===== src/shared/sss_consts.svh =====
/*
 * Constants for the serial slave unit: frame size, bit positions and
 * semaphore status codes. Guarded, so it may be included more than once per compile unit.
 */
`ifndef SSS_CONSTS_SVH
`define SSS_CONSTS_SVH

`define SSS_BYTE_W 8
`define SSS_LAST_BIT 3'h7
`define SSS_FIRST_BIT 3'h0
`define SSS_STAT_FREE 2'h0
`define SSS_STAT_CPU 2'h1
`define SSS_STAT_SLAVE 2'h2
`define SSS_FIFO_DEPTH 8

`endif


===== src/shared/sss_pkg.sv =====
/*
 * Types for the serial slave unit.
 * Assumes nothing of its surroundings.
 */
package sss_pkg;

   typedef enum logic [2:0] {
      SSS_FREE = 3'b001,
      SSS_CPU = 3'b010,
      SSS_SLAVE = 3'b100
   } sss_sem_type;

endpackage


===== src/verilog/sss_slave.sv =====
/*
 * Serial slave unit with memory_dma channels and a buffer semaphore, plus
 * the receive FIFO that sits between the link and the memory write port.
 * Assumes a synchronous RAM read port with one cycle of latency and a
 * write port with a ready handshake; link pins are asynchronous.
 */
`timescale 1ns/100ps
`include "sss_consts.svh"

module sss_fifo #(
   parameter int W = 8,
   parameter int DEPTH = 8
) (
   input wire logic i_mclk,
   input wire logic i_nrst,
   input wire logic i_in_valid,
   output logic o_in_ready,
   input wire logic [W-1:0] i_in_data,
   output logic o_out_valid,
   input wire logic i_out_ready,
   output logic [W-1:0] o_out_data
);
   localparam int AW = $clog2(DEPTH);
   logic [W-1:0] mem [DEPTH];
   logic [AW:0] wr_ptr;
   logic [AW:0] rd_ptr;
   logic push;
   logic pop;

   assign o_in_ready = !((wr_ptr[AW] != rd_ptr[AW]) && (wr_ptr[AW-1:0] == rd_ptr[AW-1:0]));
   assign o_out_valid = (wr_ptr != rd_ptr);
   assign o_out_data = mem[rd_ptr[AW-1:0]];
   assign push = i_in_valid && o_in_ready;
   assign pop = o_out_valid && i_out_ready;

   always_ff @(posedge i_mclk) begin
      if (push) begin
         mem[wr_ptr[AW-1:0]] <= i_in_data;
      end
   end

   always_ff @(posedge i_mclk or negedge i_nrst) begin
      if (!i_nrst) begin
         wr_ptr <= '0;
         rd_ptr <= '0;
      end else begin
         if (push) begin
            wr_ptr <= wr_ptr + 1'b1;
         end
         if (pop) begin
            rd_ptr <= rd_ptr + 1'b1;
         end
      end
   end
endmodule // sss_fifo

module sss_slave
   import sss_pkg::*;
#(
   parameter int CNT_W = 14,
   parameter int AW = 32
) (
   input wire logic i_mclk,
   input wire logic i_nrst,
   input wire logic i_enable,
   input wire logic i_cpol,
   input wire logic i_cpha,
   input wire logic i_order,
   input wire logic i_acquire,
   input wire logic i_release,
   input wire logic i_short_end_acquire,
   input wire logic i_clear_overflow,
   input wire logic i_clear_tx_flag_a,
   input wire logic [CNT_W-1:0] i_receive_limit,
   input wire logic [CNT_W-1:0] i_transmit_limit,
   input wire logic [AW-1:0] i_rx_buffer_pointer,
   input wire logic [AW-1:0] i_tx_buffer_pointer,
   input wire logic [7:0] i_ignored_fill_char,
   input wire logic [7:0] i_tx_flag_a_fill_char,
   input wire logic i_chip_select_low,
   input wire logic i_sck,
   input wire logic i_mosi,
   output logic o_miso,
   output logic o_miso_oe,
   output logic o_txm_rd,
   output logic [AW-1:0] o_txm_addr,
   input wire logic [7:0] i_txm_data,
   output logic o_rxm_wr,
   output logic [AW-1:0] o_rxm_addr,
   output logic [7:0] o_rxm_data,
   input wire logic i_rxm_ready,
   output logic o_acquired_event,
   output logic o_end_event,
   output logic o_rx_buffer_full_event,
   output logic [1:0] o_sem_status,
   output logic o_overflow,
   output logic o_tx_flag_a,
   output logic [CNT_W-1:0] o_rx_byte_count,
   output logic [CNT_W-1:0] o_tx_byte_count
);
   logic cs_m, cs_s, cs_d;
   logic sck_m, sck_s, sck_d;
   logic mosi_m, mosi_s;
   logic cs_fall, cs_rise, sel;
   logic lead, trail, sample, shift;
   sss_sem_type sem;
   logic pend;
   logic claim, granted, in_xfer;
   logic [2:0] bitc, out_idx, tx_idx;
   logic [7:0] rx_sh, next_rx, tx_byte, tx_next;
   logic byte_done;
   logic [CNT_W-1:0] rx_bytes, tx_cnt, fcnt, rx_wr_idx;
   logic next_valid, first, cur_fill, ret_v, issue;
   logic push, fifo_in_ready, fifo_out_valid, fifo_pop;
   logic [7:0] fifo_out_data;

   // Two-stage synchronisers; edges are judged on stages two and three.
   always_ff @(posedge i_mclk or negedge i_nrst) begin
      if (!i_nrst) begin
         {cs_m, cs_s, cs_d} <= 3'h7;
         {sck_m, sck_s, sck_d} <= 3'h0;
         {mosi_m, mosi_s} <= 2'h0;
      end else begin
         {cs_m, cs_s, cs_d} <= {i_chip_select_low, cs_m, cs_s};
         {sck_m, sck_s, sck_d} <= {i_sck, sck_m, sck_s};
         {mosi_m, mosi_s} <= {i_mosi, mosi_m};
      end
   end

   assign sel = !cs_s && i_enable;
   assign cs_fall = !cs_s && cs_d;
   assign cs_rise = cs_s && !cs_d;
   assign lead = ((sck_s ^ i_cpol) && !(sck_d ^ i_cpol));
   assign trail = (!(sck_s ^ i_cpol) && (sck_d ^ i_cpol));
   assign sample = sel && (i_cpha ? trail : lead);
   assign shift = sel && (i_cpha ? lead : trail);
   assign byte_done = sample && (bitc == `SSS_LAST_BIT);
   assign next_rx = i_order ? {mosi_s, rx_sh[7:1]} : {rx_sh[6:0], mosi_s};
   assign tx_idx = i_order ? out_idx : (`SSS_LAST_BIT - out_idx);
   assign claim = i_enable && cs_fall && (sem == SSS_FREE) && !i_acquire;

   // Semaphore ownership.
   always_ff @(posedge i_mclk or negedge i_nrst) begin
      if (!i_nrst) begin
         sem <= SSS_CPU;
         pend <= 1'b0;
         o_acquired_event <= 1'b0;
      end else if (!i_enable) begin
         sem <= SSS_CPU;
         pend <= 1'b0;
         o_acquired_event <= 1'b0;
      end else begin
         o_acquired_event <= 1'b0;
         if (cs_rise && granted) begin
            if (pend || i_acquire || i_short_end_acquire) begin
               sem <= SSS_CPU;
               o_acquired_event <= 1'b1;
            end else begin
               sem <= SSS_FREE;
            end
            pend <= 1'b0;
         end else if (i_acquire) begin
            unique case (sem)
               SSS_SLAVE: pend <= 1'b1;
               default: begin
                  sem <= SSS_CPU;
                  o_acquired_event <= 1'b1;
               end
            endcase
         end else if (i_release && (sem == SSS_CPU)) begin
            sem <= SSS_FREE;
         end else if (claim) begin
            sem <= SSS_SLAVE;
         end
      end
   end

   always_ff @(posedge i_mclk or negedge i_nrst) begin
      if (!i_nrst) begin
         o_sem_status <= `SSS_STAT_CPU;
      end else begin
         unique case (sem)
            SSS_FREE: o_sem_status <= `SSS_STAT_FREE;
            SSS_SLAVE: o_sem_status <= `SSS_STAT_SLAVE;
            default: o_sem_status <= `SSS_STAT_CPU;
         endcase
      end
   end

   always_ff @(posedge i_mclk or negedge i_nrst) begin
      if (!i_nrst) begin
         granted <= 1'b0;
         in_xfer <= 1'b0;
      end else begin
         if (cs_fall && i_enable) begin
            granted <= claim;
            in_xfer <= 1'b1;
         end else if (cs_rise || !i_enable) begin
            granted <= 1'b0;
            in_xfer <= 1'b0;
         end
      end
   end

   // Bit counting and receive shifting.
   always_ff @(posedge i_mclk or negedge i_nrst) begin
      if (!i_nrst) begin
         bitc <= `SSS_FIRST_BIT;
         out_idx <= `SSS_FIRST_BIT;
         rx_sh <= 8'h00;
      end else if (cs_fall) begin
         bitc <= `SSS_FIRST_BIT;
         out_idx <= `SSS_FIRST_BIT;
      end else begin
         if (sample) begin
            bitc <= bitc + 3'h1;
            rx_sh <= next_rx;
         end
         if (shift) begin
            out_idx <= bitc;
         end
      end
   end

   always_ff @(posedge i_mclk or negedge i_nrst) begin
      if (!i_nrst) begin
         o_miso <= 1'b0;
         o_miso_oe <= 1'b0;
      end else begin
         o_miso <= tx_byte[tx_idx];
         o_miso_oe <= sel && in_xfer;
      end
   end

   // transmit channel reads ahead one byte
   // pointers are read live, never locked
   assign issue = granted && !o_txm_rd && !ret_v && (fcnt < i_transmit_limit)
                  && (first || !next_valid);

   always_ff @(posedge i_mclk or negedge i_nrst) begin
      if (!i_nrst) begin
         o_txm_rd <= 1'b0;
         o_txm_addr <= '0;
         ret_v <= 1'b0;
         fcnt <= '0;
      end else begin
         o_txm_rd <= issue;
         ret_v <= o_txm_rd;
         if (claim) begin
            fcnt <= '0;
         end else if (issue) begin
            fcnt <= fcnt + 1'b1;
            o_txm_addr <= i_tx_buffer_pointer + AW'(fcnt);
         end
      end
   end

   // Transmit byte selection.
   always_ff @(posedge i_mclk or negedge i_nrst) begin
      if (!i_nrst) begin
         tx_byte <= 8'h00;
         tx_next <= 8'h00;
         next_valid <= 1'b0;
         first <= 1'b0;
         cur_fill <= 1'b0;
         tx_cnt <= '0;
      end else if (cs_fall && i_enable) begin
         tx_byte <= claim ? i_tx_flag_a_fill_char : i_ignored_fill_char;
         cur_fill <= 1'b1;
         first <= claim && (i_transmit_limit != '0);
         next_valid <= 1'b0;
         tx_cnt <= '0;
      end else if (granted) begin
         if (ret_v && first) begin
            tx_byte <= i_txm_data;
            cur_fill <= 1'b0;
            first <= 1'b0;
            tx_cnt <= tx_cnt + 1'b1;
         end else if (byte_done) begin
            if (next_valid || ret_v) begin
               tx_byte <= next_valid ? tx_next : i_txm_data;
               cur_fill <= 1'b0;
               tx_cnt <= tx_cnt + 1'b1;
               next_valid <= next_valid && ret_v;
               tx_next <= i_txm_data;
            end else begin
               tx_byte <= i_tx_flag_a_fill_char;
               cur_fill <= 1'b1;
            end
         end else if (ret_v) begin
            tx_next <= i_txm_data;
            next_valid <= 1'b1;
         end
      end
   end

   assign push = byte_done && granted && (rx_bytes < i_receive_limit) && fifo_in_ready;

   always_ff @(posedge i_mclk or negedge i_nrst) begin
      if (!i_nrst) begin
         rx_bytes <= '0;
         o_rx_buffer_full_event <= 1'b0;
      end else begin
         o_rx_buffer_full_event <= push && ((rx_bytes + 1'b1) == i_receive_limit);
         if (claim) begin
            rx_bytes <= '0;
         end else if (push) begin
            rx_bytes <= rx_bytes + 1'b1;
         end
      end
   end

   // Status flags: a new event wins over a clear in the same cycle.
   always_ff @(posedge i_mclk or negedge i_nrst) begin
      if (!i_nrst) begin
         o_overflow <= 1'b0;
         o_tx_flag_a <= 1'b0;
      end else begin
         if (byte_done && granted && !push) begin
            o_overflow <= 1'b1;
         end else if (i_clear_overflow) begin
            o_overflow <= 1'b0;
         end
         // a fill byte was clocked out
         if (byte_done && granted && cur_fill) begin
            o_tx_flag_a <= 1'b1;
         end else if (i_clear_tx_flag_a) begin
            o_tx_flag_a <= 1'b0;
         end
      end
   end

   always_ff @(posedge i_mclk or negedge i_nrst) begin
      if (!i_nrst) begin
         o_end_event <= 1'b0;
         o_rx_byte_count <= '0;
         o_tx_byte_count <= '0;
      end else begin
         o_end_event <= cs_rise && granted;
         if (cs_rise && granted) begin
            o_rx_byte_count <= rx_bytes;
            o_tx_byte_count <= tx_cnt;
         end
      end
   end

   sss_fifo #(
      .W(`SSS_BYTE_W),
      .DEPTH(`SSS_FIFO_DEPTH)
   ) u_rx_fifo (
      .i_mclk(i_mclk),
      .i_nrst(i_nrst),
      .i_in_valid(push),
      .o_in_ready(fifo_in_ready),
      .i_in_data(next_rx),
      .o_out_valid(fifo_out_valid),
      .i_out_ready(fifo_pop),
      .o_out_data(fifo_out_data)
   );

   // The output stage is a register so a stalled RAM port holds steady.
   assign fifo_pop = fifo_out_valid && (!o_rxm_wr || i_rxm_ready);

   always_ff @(posedge i_mclk or negedge i_nrst) begin
      if (!i_nrst) begin
         o_rxm_wr <= 1'b0;
         o_rxm_addr <= '0;
         o_rxm_data <= 8'h00;
         rx_wr_idx <= '0;
      end else begin
         if (fifo_pop) begin
            o_rxm_wr <= 1'b1;
            o_rxm_data <= fifo_out_data;
            o_rxm_addr <= i_rx_buffer_pointer + AW'(rx_wr_idx);
         end else if (i_rxm_ready) begin
            o_rxm_wr <= 1'b0;
         end
         if (claim) begin
            rx_wr_idx <= '0;
         end else if (fifo_pop) begin
            rx_wr_idx <= rx_wr_idx + 1'b1;
         end
      end
   end
endmodule // sss_slave


===== config.mk =====
export PLATFORM = sky130hd
export DESIGN_NAME = sss_slave
export DESIGN_NICKNAME = d
export VERILOG_FILES = /design/src/shared/sss_pkg.sv /design/src/verilog/sss_slave.sv
export VERILOG_INCLUDE_DIRS = /design/src /design/src/shared
export SDC_FILE = /design/constraint.sdc
export NUM_CORES = 1
export LEC_CHECK = 0
export ABC_AREA = 1
export BUFFER_PORTS_ARGS = -buffer_cell sky130_fd_sc_hd__buf_2
export CORE_UTILIZATION = 50
export DETAILED_ROUTE_END_ITERATION = 8
export GPL_TIMING_DRIVEN = 1
export HOLD_SLACK_MARGIN = 0.05
export PLACE_DENSITY_LB_ADDON = 0.25
export SYNTH_ARGS = -nofsm -noshare
export SYNTH_HDL_FRONTEND = slang
export SYNTH_HIERARCHICAL = 1
export SYNTH_SLANG_ARGS = --single-unit

===== constraint.sdc =====
create_clock -name i_mclk -period 3.65 [get_ports i_mclk]
set_clock_uncertainty 0.2 [all_clocks]
set_input_delay 0.365 -clock i_mclk [delete_from_list [all_inputs] [get_ports i_mclk]]
set_output_delay 0.365 -clock i_mclk [all_outputs]
set_load 0.05 [all_outputs]

==> flow_metrics.env <==
export IMPL_final_cell_mix="643 x nand2_1, 240 x buf_2, 218 x dfrtp_1, 211 x inv_1, 193 x nor2_1"
export IMPL_die_area_um2=33900
export IMPL_ir_drop_mv=0.381
export IMPL_nNetsFinal=2620
export IMPL_grt_pass1_wl_um=72000
export IMPL_layout_min_cycle_time_ps=3300
export IMPL_grt_pass1_vias=14460
export IMPL_use_met1_pct=35.7
export IMPL_fp_coreArea_um2=32600
export IMPL_critical_path_arrival_ps=3330
export IMPL_cts_htree_levels=1
export IMPL_wl_um=44300
export IMPL_slew_violations=0
export IMPL_gr_max_usage_layer="met2"
export IMPL_clock_latency_ps=590
export IMPL_p_sw_share_pct=28.9
export IMPL_largest_reg_flops=64
export IMPL_path_buf_inv=1
export IMPL_pwr_share_seq_pct=44.7
export IMPL_vias_per_cell=5.25
export IMPL_whs_endpoint="o_txm_addr[23]"
export IMPL_post_route_period_util_pct=90.5
export IMPL_syn_to_final_growth_pct=20.8
export IMPL_cp_top_family="simple AND/OR/NAND/NOR gates"
export IMPL_combPwrFrac_pct=16.8
export IMPL_status="finished, final reports clean"
export IMPL_holdPathStages=5
export IMPL_worst_slew_pin_slew_ps=830
export IMPL_worstPathCellList="clkinv_4 -> nand2_2 -> nand2_2 -> nand4_4 -> nand2_1 -> a21oi_1 -> o21ai_0 -> nor2_1 -> nand2_1 -> nor2_4 -> nand3_2 -> nor2_1"
export IMPL_rows=66
export IMPL_io_buffers=241
export IMPL_critical_path_required_ps=3670
export IMPL_synth_edf_count=64
export IMPL_grt_overflow=0
export IMPL_detail_route_antenna_nets=0
export IMPL_first_pass_iters=5
export IMPL_r2r_end="u_rx_fifo/mem[2][3]"
export IMPL_die_w_um=184
export IMPL_hold_ws_ps=87.8
export IMPL_worstPathMaxFanout=20
export IMPL_cts_made_buffers=30
export IMPL_power_density_nw_per_um2=399
export IMPL_antenna_found_initial=6
export IMPL_drtIter0Drc=1057
export IMPL_place_gp_congestion=0.921
export IMPL_seq_area_frac_synth_pct=45.2
export IMPL_layout_commonest_cell="nand2_1"
export IMPL_grt_use_met3_pct=4.49
export IMPL_clkTransAtPathRegs_ps=60
export IMPL_initial_core_util_pct=50.9
export IMPL_switchingPower_mw=2.31
export IMPL_io_pins=242
export IMPL_synthCells=2100
export IMPL_r2r_start="u_rx_fifo/rd_ptr[1]"
export IMPL_max_stage_delay_ps=730
export IMPL_rsz0062_at_grt="no"
export IMPL_maxCapViolCount=0
export IMPL_fmax_ghz=0.303
export IMPL_pwr_share_clk_pct=38.5
export IMPL_setup_tns_final_ps=0
export IMPL_crit_type="reg -> reg"
export IMPL_synth_cell_types=63
export IMPL_grtUsageTotal_pct=26.4
export IMPL_drive_gt1_share_pct=16.6
export IMPL_endpoint_kind="flip-flop"
export IMPL_die_y_um=184
export IMPL_yosys_register_bits=287
export IMPL_cts_buffer_depth=3
export IMPL_vias=15198
export IMPL_fillerInstances=2885
export IMPL_yosys_warnings=6
export IMPL_clockRootBuffer="clkbuf_16"
export IMPL_syn_avg_cell_area_um2=7.91
export IMPL_power_mw=8.00
export IMPL_p_leak_nw=10.3
export IMPL_wire_per_inst_um=15.3
export IMPL_ff2ff_path_depth=12
export IMPL_slew_headroom_pct=44.6
export IMPL_met2_usage_pct=43.9
export IMPL_hp_start="i_tx_buffer_pointer[23]"
export IMPL_internal_power_mw=5.69
export IMPL_cts_setup_buffers=0
export IMPL_setup_violations_final=0
export IMPL_syn_area_um2=16600
export IMPL_synth_async_reset_ratio_pct=77.7
export IMPL_setup_worst_path_start_class="flip-flop"
export IMPL_syn_nets=2296
export IMPL_grt_max_degree=90
export IMPL_clkSinkCount=287
export IMPL_drc_errors=0
export IMPL_hold_viol=0
export IMPL_cts_tree="yes"
export IMPL_cp_slowest_cell="dfrtp_1"
export IMPL_synth_top_flop_cell="dfrtp_1"
export IMPL_hp_class="in -> reg"
export IMPL_dpl_hpwl_um=32300
export IMPL_ff2ff_setup_slack_ps=350
metrics by stage:
stage / instances / cell area (um2) / utilization [%] / setup slack [ps]
floorplan: 2100 / 16600 / - / 1020
global placement: 2750 / 18200 / 55.8 / 425
detailed placement: 2750 / 18200 / 55.8 / 339
CTS: 2890 / 20000 / 61.5 / 388
global route: 2891 / 20100 / 61.5 / 58.1
finish: 2893 / 20100 / 61.5 / 347
worst max path at each step:
stage,startpoint,end,cells after the start
after global placement,u_rx_fifo/rd_ptr[1],u_rx_fifo/mem[3][6],12
after floorplan,u_rx_fifo/rd_ptr[0],u_rx_fifo/mem[4][0],14
after CTS,u_rx_fifo/rd_ptr[1],u_rx_fifo/mem[2][0],12
after detailed placement,u_rx_fifo/rd_ptr[1],u_rx_fifo/mem[3][6],12
final,u_rx_fifo/rd_ptr[1],u_rx_fifo/mem[2][3],12
after global routing,u_rx_fifo/rd_ptr[1],u_rx_fifo/mem[3][3],12
cells by family after synthesis:
kind of cell | Yosys count | synth area share, %
and+or+nand+nor | 1108 | 28.6
DFF | 287 | 45.2
buffers and inverters | 278 | 7.07
AOI/OAI and AO/OA | 303 | 10.9
adders and majority gates | 65 | 4.99
xor gates and xnor gates | 57 | 3.01
muxes | 2 | 0.136
power groups by stage:
stage	Clock, mW	Sequential, mW	Combinational (mW)
floorplan	0	3.77	0.651
global placement	0	3.62	1.24
detailed placement	0	3.63	1.26
CTS	3.13	3.57	1.34
global route	3.26	3.59	1.51
finish	3.08	3.57	1.34
cell usage after synthesis, drive strengths merged, types with 5 or more instances:
library cell,count,area [um2]
buf,32,236
nor3,41,226
dfstp,5,131
o22ai,27,231
or2,6,37.5
o21ai,177,965
nand4,27,190
nand2,667,2580
dfrtp,218,5460
xnor2,24,210
a21o,6,45.0
inv,224,846
o21a,6,45.0
nand3b,12,90.1
a21oi,66,360
edfxtp,64,1920
nand3,145,758
clkbuf,20,77.6
ha,63,788
nor2,199,800
xor2,33,289
tightest hold or removal path: stages:
cell and delay, ps:
buf_2 110, inv_1 120, xor2_1 100, nand2_1 60
nand2_1 50
timing repair:
| action | CTS | global route |
|---|---|---|
| hold buffers | 84 | 0 |
| endpoints found under the setup margin | 0 | 0 |
| endpoints found under the hold margin | 137 | 0 |
| gates resized for setup | 0 | 0 |
area by class of cell:
| class | count | area (um2) | area share [%] |
|---|---|---|---|
| inverter | 226 | 860 | 4.29 |
| tap | 442 | 553 | 2.76 |
| timing repair buffer | 344 | 2210 | 11.0 |
| multi-input combinational | 1535 | 7920 | 39.5 |
| clock inverter | 19 | 206 | 1.03 |
| sequential | 287 | 7510 | 37.4 |
| antenna | 3 | 7.51 | 0.0374 |
| clock buffer | 37 | 787 | 3.92 |
routing by layer:
| layer | routed length [um] | part of all wire (%) |
|---|---|---|
| met1 | 19800 | 45 |
| met2 | 20400 | 46 |
| met3 | 2920 | 6.6 |
| met4 | 1060 | 2.4 |
| met5 | 35 | 0.079 |
Note: power is estimated with default switching activity, not from simulation.
